**config.mk**
```make
export PLATFORM = sky130hd
export DESIGN_NAME = reset_sequencer
export DESIGN_NICKNAME = d
export VERILOG_FILES = /design/src/include/reset_seq_pkg.sv /design/src/hw/sync_2ff.sv /design/src/hw/reset_sequencer.sv
export SDC_FILE = /design/constraint.sdc
export NUM_CORES = 1
export LEC_CHECK = 0
export ABC_CLOCK_PERIOD_IN_PS = 4300
export BUFFER_PORTS_ARGS = -buffer_cell sky130_fd_sc_hd__buf_2
export CAP_MARGIN = 20
export CELL_PAD_IN_SITES_DETAIL_PLACEMENT = 2
export CELL_PAD_IN_SITES_GLOBAL_PLACEMENT = 2
export CORE_MARGIN = 8
export CORE_UTILIZATION = 35
export CTS_BUF_LIST = sky130_fd_sc_hd__clkbuf_4 sky130_fd_sc_hd__clkbuf_8 sky130_fd_sc_hd__clkbuf_16
export CTS_CLUSTER_SIZE = 30
export DETAILED_ROUTE_END_ITERATION = 7
export PLACE_DENSITY = 0.83
export SYNTH_ARGS = -nofsm -noshare
export SYNTH_HDL_FRONTEND = slang
export SYNTH_HIERARCHICAL = 1
export SYNTH_SLANG_ARGS = --single-unit
```
**constraint.sdc**
```tcl
create_clock -name clk_sys -period 4.3 [get_ports clk_sys]
set_input_delay 0.86 -clock clk_sys [delete_from_list [all_inputs] [get_ports clk_sys]]
set_output_delay 0.86 -clock clk_sys [all_outputs]
set_load 0.03 [all_outputs]
```
**src/include/reset_seq_pkg.sv**
```systemverilog
package reset_seq_pkg;

   // Register byte offsets.
   localparam logic [7:0] HARDWARE_CONFIG_OFS   = 8'h00;
   localparam logic [7:0] POWER_MGMT_CONTROL_OFS = 8'h04;
   localparam logic [7:0] WAKE_TEST_OFS         = 8'h08;
   localparam logic [7:0] PHY_BASIC_CTRL_OFS    = 8'h0C;
   localparam logic [7:0] PHY_BASIC_STATUS_OFS  = 8'h10;
   localparam logic [7:0] EEPROM_COMMAND_OFS    = 8'h14;

   // Field positions.
   localparam int SOFT_RESET_BIT      = 0;
   localparam int PRESERVED_LSB       = 8;
   localparam int GENERAL_CFG_LSB     = 16;
   localparam int READY_BIT           = 0;
   localparam int PMT_PHY_RESET_BIT   = 10;
   localparam int PM_MODE_LSB         = 12;
   localparam int PHY_CTRL_RESET_BIT  = 15;
   localparam int LINK_STATUS_BIT     = 2;
   localparam int EEPROM_FOUND_BIT    = 8;
   localparam int EEPROM_BUSY_BIT     = 31;

   // Power modes.
   localparam logic [1:0] PM_NORMAL = 2'h0;
   localparam logic [1:0] PM_SLEEP1 = 2'h1;
   localparam logic [1:0] PM_SLEEP2 = 2'h2;

   // Value returned by the wake test register; arbitrary pattern.
   localparam logic [31:0] WAKE_TEST_PATTERN = 32'h5A5AC3C3;

   // Timing.
   localparam int CLK_HZ         = 25_000_000;
   localparam int POR_HOLD_MS    = 22;
   localparam int WAKE_MAX_MS    = 2;
   localparam int SOFT_RESET_US  = 2;
   localparam int PHY_RESET_US   = 100;
   localparam int POR_HOLD_CYC   = (POR_HOLD_MS * (CLK_HZ / 1000) * 1 + 0);
   localparam int WAKE_MAX_CYC   = WAKE_MAX_MS * (CLK_HZ / 1000);
   // Divide first, since microseconds times the clock rate overflows a 32-bit int.
   localparam int SOFT_RESET_CYC = SOFT_RESET_US * (CLK_HZ / 1_000_000);
   localparam int PHY_RESET_CYC  = PHY_RESET_US * (CLK_HZ / 1_000_000);
   localparam int HW_RESET_CYC   = 16;
   localparam int EEPROM_PROBE_CYC = 8;

   // Sequencer states, Gray coded along power-on, probe, run, sleep, wake.
   typedef enum logic [2:0] {
      S_POR   = 3'h0,
      S_PROBE = 3'h1,
      S_RUN   = 3'h3,
      S_SLEEP = 3'h2,
      S_WAKE  = 3'h6,
      S_HWRST = 3'h4,
      S_SOFT  = 3'h5
   } seq_state_t;

endpackage : reset_seq_pkg

```
**src/hw/sync_2ff.sv**
```systemverilog
`timescale 1ns/1ps
`default_nettype none
module sync_2ff #(
   parameter int              WIDTH     = 1,
   parameter logic [WIDTH-1:0] RESET_VAL = '0
) (
   // Clock and reset
   input  wire logic             clk_sys,
   input  wire logic             reset,
   // Asynchronous in, synchronous out
   input  wire logic [WIDTH-1:0] async_in,
   output      logic [WIDTH-1:0] sync_out
);

   typedef struct packed {
      logic [WIDTH-1:0] meta;
      logic [WIDTH-1:0] stable;
   } sync_state_t;

   sync_state_t q;
   sync_state_t d;

   always_comb begin
      d.meta   = async_in;
      d.stable = q.meta;
   end

   always_ff @(posedge clk_sys or posedge reset) begin
      if (reset) begin
         q <= {RESET_VAL, RESET_VAL};
      end else begin
         q <= d;
      end
   end

   assign sync_out = q.stable;

endmodule : sync_2ff
`default_nettype wire

```
**src/hw/reset_sequencer.sv**
```systemverilog
`timescale 1ns/1ps
`default_nettype none
module reset_sequencer
   import reset_seq_pkg::*;
#(
   parameter int unsigned POR_CYC  = POR_HOLD_CYC,
   parameter int unsigned WAKE_CYC = WAKE_MAX_CYC
) (
   // Clock and power-on reset
   input  wire logic        clk_sys,
   input  wire logic        reset,
   // Avalon-MM slave
   input  wire logic [7:0]  address,
   input  wire logic        read,
   input  wire logic        write,
   input  wire logic [31:0] writedata,
   input  wire logic [3:0]  byteenable,
   output      logic [31:0] readdata,
   output      logic        waitrequest,
   // Pins and PHY status
   input  wire logic        external_reset_in_low,
   input  wire logic        eeprom_detect_in,
   input  wire logic        link_status_in,
   // Reset and status outputs
   output      logic        core_reset,
   output      logic        phy_reset,
   output      logic        eeprom_probe,
   output      logic        ready,
   output      logic [1:0]  pm_mode
);

   typedef struct packed {
      seq_state_t  state;
      logic [19:0] cnt;
      logic [11:0] phy_cnt;
      logic        phy_busy;
      logic        ready;
      logic [1:0]  pm_mode;
      logic [7:0]  cfg_keep;
      logic [7:0]  cfg_gen;
      logic [14:0] phy_ctrl;
      logic        ee_found;
      logic        core_rst;
      logic        phy_rst;
      logic        ee_probe;
      logic        waitrequest;
      logic [31:0] rdata;
   } state_t;

   localparam state_t RESET_STATE = '{
      state: S_POR, cnt: 20'h0, phy_cnt: 12'h0, phy_busy: 1'b0, ready: 1'b0,
      pm_mode: PM_NORMAL, cfg_keep: 8'h0, cfg_gen: 8'h0, phy_ctrl: 15'h0,
      ee_found: 1'b0, core_rst: 1'b1, phy_rst: 1'b1, ee_probe: 1'b0,
      waitrequest: 1'b1, rdata: 32'h0};

   state_t q;
   state_t d;
   logic   pin_n_s;
   logic   ee_s;
   logic   link_s;

   sync_2ff #(
      .WIDTH     (3),
      .RESET_VAL (3'h4)
   ) u_sync (
      .clk_sys  (clk_sys),
      .reset    (reset),
      .async_in ({external_reset_in_low, eeprom_detect_in, link_status_in}),
      .sync_out ({pin_n_s, ee_s, link_s})
   );

   function automatic logic [31:0] merge_be(input logic [31:0] old_v,
                                            input logic [31:0] new_v,
                                            input logic [3:0]  be);
      logic [31:0] r;
      r = old_v;
      for (int i = 0; i < 4; i++) begin
         if (be[i]) begin
            r[i*8 +: 8] = new_v[i*8 +: 8];
         end
      end
      return r;
   endfunction : merge_be

   function automatic logic at_end(input logic [19:0] cnt, input int unsigned lim);
      return cnt == 20'(lim - 1);
   endfunction : at_end

   logic        acc;
   logic        wr_go;
   logic [31:0] rd_val;
   logic [31:0] wval;

   always_comb begin
      d      = q;
      acc    = (read | write) & q.waitrequest;
      wr_go  = write & ~q.waitrequest;
      rd_val = 32'h0;
      wval   = 32'h0;

      // Register read values.
      case (address)
         HARDWARE_CONFIG_OFS: begin
            rd_val[SOFT_RESET_BIT] = (q.state == S_SOFT);
            rd_val[PRESERVED_LSB +: 8]   = q.cfg_keep;
            rd_val[GENERAL_CFG_LSB +: 8] = q.cfg_gen;
         end
         POWER_MGMT_CONTROL_OFS: begin
            rd_val[READY_BIT]         = q.ready;
            rd_val[PMT_PHY_RESET_BIT] = q.phy_busy;
            rd_val[PM_MODE_LSB +: 2]  = q.pm_mode;
         end
         WAKE_TEST_OFS: begin
            rd_val = WAKE_TEST_PATTERN;
         end
         PHY_BASIC_CTRL_OFS: begin
            rd_val[14:0]               = q.phy_ctrl;
            rd_val[PHY_CTRL_RESET_BIT] = q.phy_busy;
         end
         PHY_BASIC_STATUS_OFS: begin
            rd_val[LINK_STATUS_BIT] = link_s;
         end
         EEPROM_COMMAND_OFS: begin
            rd_val[EEPROM_BUSY_BIT]  = q.ee_probe;
            rd_val[EEPROM_FOUND_BIT] = q.ee_found;
         end
         default: begin
            rd_val = 32'h0;
         end
      endcase

      // One wait cycle per access; data is captured while waitrequest drops.
      d.waitrequest = 1'b1;
      if (acc) begin
         d.waitrequest = 1'b0;
         d.rdata       = read ? rd_val : 32'h0;
      end

      case (q.state)
         S_POR: begin
            d.cnt = q.cnt + 20'h1;
            if (at_end(q.cnt, POR_CYC)) begin
               d.state    = S_PROBE;
               d.cnt      = 20'h0;
               d.ready    = 1'b1;
               d.core_rst = 1'b0;
               d.phy_rst  = 1'b0;
               d.ee_probe = 1'b1;
            end
         end
         S_HWRST: begin
            d.cnt = q.cnt + 20'h1;
            if (at_end(q.cnt, HW_RESET_CYC)) begin
               d.state    = S_PROBE;
               d.cnt      = 20'h0;
               d.ready    = 1'b1;
               d.core_rst = 1'b0;
               d.phy_rst  = 1'b0;
               d.ee_probe = 1'b1;
            end
         end
         S_SOFT: begin
            d.cnt = q.cnt + 20'h1;
            if (at_end(q.cnt, SOFT_RESET_CYC)) begin
               d.state    = S_PROBE;
               d.cnt      = 20'h0;
               d.core_rst = 1'b0;
               d.ee_probe = 1'b1;
            end
         end
         S_PROBE: begin
            d.cnt = q.cnt + 20'h1;
            if (at_end(q.cnt, EEPROM_PROBE_CYC)) begin
               d.state    = S_RUN;
               d.cnt      = 20'h0;
               d.ee_found = ee_s;
               d.ee_probe = 1'b0;
            end
         end
         S_WAKE: begin
            d.cnt = q.cnt + 20'h1;
            if (at_end(q.cnt, WAKE_CYC)) begin
               d.state = S_RUN;
               d.cnt   = 20'h0;
               d.ready = 1'b1;
            end
         end
         S_RUN, S_SLEEP: begin
            d.cnt = 20'h0;
         end
         default: begin
            d = RESET_STATE;
         end
      endcase

      if (q.phy_busy) begin
         d.phy_cnt = q.phy_cnt + 12'h1;
         if (q.phy_cnt == 12'(PHY_RESET_CYC - 1)) begin
            d.phy_busy = 1'b0;
            d.phy_rst  = 1'b0;
         end
      end

      // only the wake write acts while not ready
      if (wr_go) begin
         case (address)
            HARDWARE_CONFIG_OFS: begin
               if (q.ready && q.state == S_RUN) begin
                  wval       = merge_be(rd_val, writedata, byteenable);
                  d.cfg_keep = wval[PRESERVED_LSB +: 8];
                  d.cfg_gen  = wval[GENERAL_CFG_LSB +: 8];
                  if (wval[SOFT_RESET_BIT]) begin
                     d.state    = S_SOFT;
                     d.cnt      = 20'h0;
                     d.cfg_gen  = 8'h0;
                     d.core_rst = 1'b1;
                  end
               end
            end
            POWER_MGMT_CONTROL_OFS: begin
               if (q.ready && q.state == S_RUN) begin
                  wval = merge_be(rd_val, writedata, byteenable);
                  if (wval[PMT_PHY_RESET_BIT] && !q.phy_busy) begin
                     d.phy_busy = 1'b1;
                     d.phy_cnt  = 12'h0;
                     d.phy_rst  = 1'b1;
                     d.phy_ctrl = 15'h0;
                  end
                  if (wval[PM_MODE_LSB +: 2] == PM_SLEEP1 ||
                      wval[PM_MODE_LSB +: 2] == PM_SLEEP2) begin
                     d.pm_mode = wval[PM_MODE_LSB +: 2];
                     d.state   = S_SLEEP;
                     d.ready   = 1'b0;
                  end
               end
            end
            WAKE_TEST_OFS: begin
               if (q.state == S_SLEEP) begin
                  d.state   = S_WAKE;
                  d.cnt     = 20'h0;
                  d.pm_mode = PM_NORMAL;
               end
            end
            PHY_BASIC_CTRL_OFS: begin
               if (q.ready && q.state == S_RUN) begin
                  wval       = merge_be(rd_val, writedata, byteenable);
                  d.phy_ctrl = wval[14:0];
                  if (wval[PHY_CTRL_RESET_BIT] && !q.phy_busy) begin
                     d.phy_busy = 1'b1;
                     d.phy_cnt  = 12'h0;
                     d.phy_rst  = 1'b1;
                     d.phy_ctrl = 15'h0;
                  end
               end
            end
            default: begin
               wval = 32'h0;
            end
         endcase
      end

      if (!pin_n_s) begin
         d             = RESET_STATE;
         d.state       = S_HWRST;
         d.waitrequest = acc ? 1'b0 : 1'b1;
         d.rdata       = (acc && read) ? rd_val : q.rdata;
      end
   end

   always_ff @(posedge clk_sys or posedge reset) begin
      if (reset) begin
         q <= RESET_STATE;
      end else begin
         q <= d;
      end
   end

   assign readdata     = q.rdata;
   assign waitrequest  = q.waitrequest;
   assign core_reset   = q.core_rst;
   assign phy_reset    = q.phy_rst;
   assign eeprom_probe = q.ee_probe;
   assign ready        = q.ready;
   assign pm_mode      = q.pm_mode;

endmodule : reset_sequencer
`default_nettype wire

```
==> results.cfg, run 1 <==
[timing]
clock_skew_ns = 0.0128
slew-limit-headroom_pct = 15.5
max_freq_mhz = 327
hold_viol = 0
tns_ns = 0
worst_pin_slew_ns = 1.27
fin_crit_sh_pct = 71.1
finalCriticalPeriod_ns = 3.06
rsz0062_at_grt = false
holdWs_ns = 0.354
setup_viol = 0
slew_viol_final = 0
fin_ws_ns = 1.24

[clock_tree]
clk_pin_slew_ns = 0.08
cts_hold_buf = 0
cts_setup_buffers = 0
ctsResizeCount = 0
cts.path.max_buffers = 2
cts_root_buf = clkbuf_16
cts.sinks = 107
htreeDepth = 3
clock_latency_ns = 0.36
numCtsBuffers = 9
cts_tree = yes

[placement]
gp_congestion = 0.799
dp_hpwl_um = 14500
io_buffers = 77
post-place-ws_ns = 0.865
post_dp_cell_area_um2 = 6430
placedCellCount = 922

[setup_path]
r2r_start = q[105]
startpoint_type = input pin
cp-end-kind = flip-flop
crit_required_ns = 4.59
crit_arrival_ns = 3.35
r2r_slack_ns = 1.34
r2r_end = phy_reset
critPathMaxFanout = 13
path_class = input pin to flip-flop
r2r_cells = 7

[finish]
drive_gt1_share_pct = 17.8
layout_common_cells = dfrtp_1, nand2_1, buf_2
stdcell_count = 939
fillers = 1907
seq_area_um2 = 2680
layout_commonest_cell = dfrtp_1
diodes = 0
multiInputGateArea_um2 = 2950
final_nets = 763
syn_to_final_growth_pct = 11.6
fin_area_um2 = 6760

[worst_hold_path]
whs_endpoint = u_sync/sync_out[0]
min_from = u_sync/d[0]
hold_depth = 0
hp-class = flip-flop to flip-flop

[synth]
yosysSeqAreaShare_pct = 44.3
syn_area_um2 = 6060
synth_top_area_share_pct = 42.1
synth_adder_area_share_pct = 0.619
synthSimpleGateAreaFrac_pct = 23.8
yosysWarnings = 6
synth_compound_area_share_pct = 19.1
syn_avg_cell_area_um2 = 8.97
synth_edf_count = 0
synth_top_family_by_area = simple AND/OR/NAND/NOR gates
synth_ff_type = dfrtp_1
async_flop_share_pct = 100
yosys-mux-area-fraction_pct = 2.02
yosysTopAreaCell = dfrtp_1
synth_seq_cells = 107
synth_cell_types = 63
synthesis.instances = 676
netlist_top_cells_area = dfrtp_1, nand2_1, buf_4
synthXorXnorAreaFrac_pct = 2.89

[grt]
grt_pass1_vias = 6151
gr-total-overflow = 0
grt_antenna_before_repair = 0
grt_max_degree = 84
grt_pass1_wl_um = 33200
track_usage_pct = 18.8

[floorplan]
row_count = 48
die_area_um2 = 21800
io_pins = 90
core_um2 = 17100
start_util_pct = 35.4
die_h_um = 148
chipWidth_um = 148

[power_and_ir_drop]
power.share.combinational_pct = 7.9
cellPowerDensity_nw_per_um2 = 305
p_int_mw = 1.53
power.share.sequential_pct = 49.6
p_leak_nw = 3.03
ir_drop_v = 0.000186
pwr-share-clk_pct = 42.5
switching_share_pct = 26.1
p_switching_mw = 0.540

[routing]
drc = 0
via_count = 5458
drtIter0Drc = 271
ant_nets = 0
wl_um = 20300
viasPerCell = 5.81
post_drt_wl_per_cell_um = 21.6
firstDrtPassIters = 4

[job]
maxCapViolations = 0

[status]
status = finished clean
[stage by stage]
step           power [mW]  utilization [%]
3_3_place_gp         1.20             37.6
2_1_floorplan        1.14                -
6_report             2.07             39.5
4_1_cts              2.09             39.4
3_5_place_dp         1.20             37.6
5_1_grt              2.14             39.5
[flip-flops by register name, summed over array words and instances (netlist names)]
register and count:
q 68, readdata 26, u_sync/d 3, u_sync/sync_out 3
pm_mode 2, core_reset 1, eeprom_probe 1, phy_reset 1
ready 1, waitrequest 1
[critical path, stage by stage]
cell and delay [ns]:
buf_2 0.11, or4_1 0.74, nor3_4 0.41, nand2_1 0.14, a211oi_1 0.40, nand2b_1 0.49
o21bai_1 0.19
[synthesized netlist by cell type, types with 5 or more instances]
| cell | n |
|---|---|
| dfrtp_1 | 102 |
| nand2_1 | 82 |
| nor2_1 | 68 |
| nand3_1 | 36 |
| a21oi_1 | 35 |
| buf_4 | 35 |
| clkbuf_1 | 28 |
| nor3_1 | 25 |
| a22o_1 | 20 |
| o21ai_0 | 20 |
| and3_1 | 13 |
| o31ai_1 | 13 |
| nand4_1 | 11 |
| a21o_1 | 10 |
| mux2i_1 | 10 |
| nand2b_1 | 10 |
| o2bb2ai_1 | 10 |
| xnor2_1 | 10 |
| xor2_1 | 10 |
| a22oi_1 | 8 |
| or3_1 | 8 |
| inv_1 | 7 |
| nor2b_1 | 7 |
| a211oi_1 | 6 |
| a221oi_1 | 6 |
| a32o_1 | 6 |
| or2_2 | 6 |
| a31oi_1 | 5 |
| dfstp_2 | 5 |
| nor4_1 | 5 |
[kinds of logic (layout without fill, tap and decap cells)]
kind of cell	after synthesis	in the layout
compound gates	162	162
xor+xnor	20	20
fa+ha+maj	3	3
buf+inv	79	115
flops	107	107
mux	12	12
other cells	1	3
simple gates	292	292
[layout make-up]
type,count,area share [%]
Clock buffer,10,3.44
Clock inverter,6,1.11
Inverter,9,0.536
Multi-Input combinational cell,492,43.6
Sequential cell,107,39.7
Tap cell,225,4.16
Timing Repair Buffer,90,7.44
[how the worst max path moves through the flow]
| stage | start | end | slack [ns] | cells after the start |
|---|---|---|---|---|
| global placement | address[7] | phy_reset | 0.97 | 7 |
| global route | address[7] | phy_reset | 1.02 | 7 |
| floorplan | reset | eeprom_probe | 0.80 | 1 |
| CTS | address[7] | q[81] | 1.24 | 7 |
| detailed placement | address[7] | q[80] | 0.86 | 7 |
| finish | address[7] | phy_reset | 1.24 | 7 |
[layer usage]
metal	up-vias	GRT usage [%]	wire length [um]
met4	0	6.48	340
met2	116	34.7	10700
met3	28	2.93	753
met5	-	0	0
li1	2484	-	-
met1	2830	21.7	8470
[power groups by stage]
| stage | Sequential [mW] | Combinational (mW) | Clock (mW) |
|---|---|---|---|
| 6_report | 1.02 | 0.163 | 0.879 |
| 2_1_floorplan | 1.04 | 0.0955 | 0 |
| 4_1_cts | 1.02 | 0.162 | 0.901 |
| 3_3_place_gp | 1.04 | 0.153 | 0 |
| 3_5_place_dp | 1.04 | 0.160 | 0 |
| 5_1_grt | 1.03 | 0.178 | 0.937 |
No activity file was read; power rests on OpenSTA's default activity.
==> run 2, diff against run 1 <==
ABC_CLOCK_PERIOD_IN_PS = 2900   (was 4300)
clock period = 2.9 ns   (was 4.3 ns; I/O delays follow)
==> results.cfg, run 2 (synthesized netlist as in run 1, its figures left out) <==
[timing]
slew-limit-headroom_pct = 41.7
fin_ws_ns = 0.332
setup_viol = 0
hold_viol = 0
worst_pin_slew_ns = 0.873
finalCriticalPeriod_ns = 2.57
rsz0062_at_grt = false
clock_skew_ns = 0.0103
tns_ns = 0
max_freq_mhz = 389
fin_crit_sh_pct = 88.6
slew_viol_final = 0

[setup_path]
r2r_end = core_reset
critPathMaxFanout = 5
crit_required_ns = 3.19
r2r_cells = 6
r2r_start = q[91]
crit_arrival_ns = 2.86
r2r_slack_ns = 0.33
endpoint = core_reset
cp-end-kind = flip-flop
path_class = flip-flop to flip-flop
startpoint_type = flip-flop
cp-startpoint = q[91]

[power_and_ir_drop]
p_leak_nw = 3.15
ir_drop_v = 0.000270
cellPowerDensity_nw_per_um2 = 445

[finish]
regMostFlops = q
syn_to_final_growth_pct = 14.3
layout_commonest_cell = dfrtp_1
diodes = 0
layout_common_cells = dfrtp_1, nand2_1, buf_2
final_nets = 785
drive_gt1_share_pct = 20.2
largest_reg_flops = 68

[clock_tree]
numCtsBuffers = 9
cts.path.max_buffers = 2
clk_pin_slew_ns = 0.08
cts_setup_buffers = 0
cts_tree = yes
htreeDepth = 3
ctsResizeCount = 0
cts_hold_buf = 0
cts.sinks = 107
clock_latency_ns = 0.36
cts_root_buf = clkbuf_16

[routing]
via_count = 5557
post_drt_wl_per_cell_um = 22.4
wl_um = 21500
ant_nets = 0
drtIter0Drc = 289
firstDrtPassIters = 4
viasPerCell = 5.78
drc = 0

[grt]
track_usage_pct = 20.1
gr-total-overflow = 0
grt_pass1_wl_um = 35100
grt_pass1_vias = 6386
grt_max_degree = 46
grt_antenna_before_repair = 0

[status]
status = finished clean

[floorplan]
die_area_um2 = 21800
io_pins = 90
start_util_pct = 35.4
die_h_um = 148
row_count = 48
chipWidth_um = 148
core_um2 = 17100

[placement]
dp_hpwl_um = 15600
post-place-ws_ns = 0.110
gp_congestion = 0.846
io_buffers = 77

[job]
maxCapViolations = 0

[worst_hold_path]
hp-class = input pin to async pin
-- run 2: cell count changes in the layout (fill, tap and decap cells not counted), sizes merged --
cell,before,now
clkbuf,10,12
clkinv,5,4
buf,90,112
inv,8,7
-- run 2: cell type report --
cell class / instances / area [um2]
well taps: 225 / 282
flip-flops and latches: 107 / 2680
inverters: 9 / 37.5
repair buffers: 112 / 673
multi-input cells: 492 / 2950
fillers: 1923 / 10200
clock buffers: 12 / 254
clock inverters: 4 / 48.8
-- run 2: through the flow --
| step | util [%] | cell area (um2) | power [mW] | cells | hold slack [ns] |
|---|---|---|---|---|---|
| after floorplan | - | 6070 | 1.69 | 678 | 0.331 |
| after CTS | 40.5 | 6930 | 3.12 | 961 | 0.139 |
| after detailed placement | 38.7 | 6630 | 1.80 | 945 | 0.338 |
| final | 40.5 | 6930 | 3.08 | 961 | 0.146 |
| after global routing | 40.5 | 6930 | 3.19 | 961 | 0.154 |
| after global placement | 38.7 | 6630 | 1.79 | 945 | 0.337 |
-- run 2: routing by layer --
| metal | part of all wire (%) | track usage, % | wire length [um] |
|---|---|---|---|
| met1 | 40 | 22.3 | 8610 |
| met2 | 53 | 36.6 | 11400 |
| met3 | 4.1 | 4.07 | 877 |
| met4 | 2.7 | 8.21 | 582 |
| met5 | 0 | 0 | 0 |
-- run 2: worst min path at each step --
stage	depth (start not counted)	endpoint	slack, ns
3_5_place_dp	0	u_sync/sync_out[1]	0.34
4_1_cts	2	u_sync/sync_out[0]	0.14
5_1_grt	2	u_sync/sync_out[0]	0.15
6_report	2	u_sync/sync_out[0]	0.15
3_3_place_gp	0	u_sync/sync_out[0]	0.34
2_1_floorplan	0	u_sync/sync_out[0]	0.33
-- run 2: power by group --
part | switching, mW | total [mW] | internal (mW)
registers | 0.0126 | 1.52 | 1.50
logic | 0.181 | 0.259 | 0.0778
clock network | 0.593 | 1.31 | 0.715
total | 0.787 | 3.08 | 2.30
-- run 2: worst max-delay path, cell delays in order, from the launching register on --
cell and delay [ns]:
dfrtp_1 0.42, nor3_1 0.48, nand4_1 0.34, nor4_2 0.49, a2111o_1 0.26, nand3_1 0.08
a2111o_1 0.42
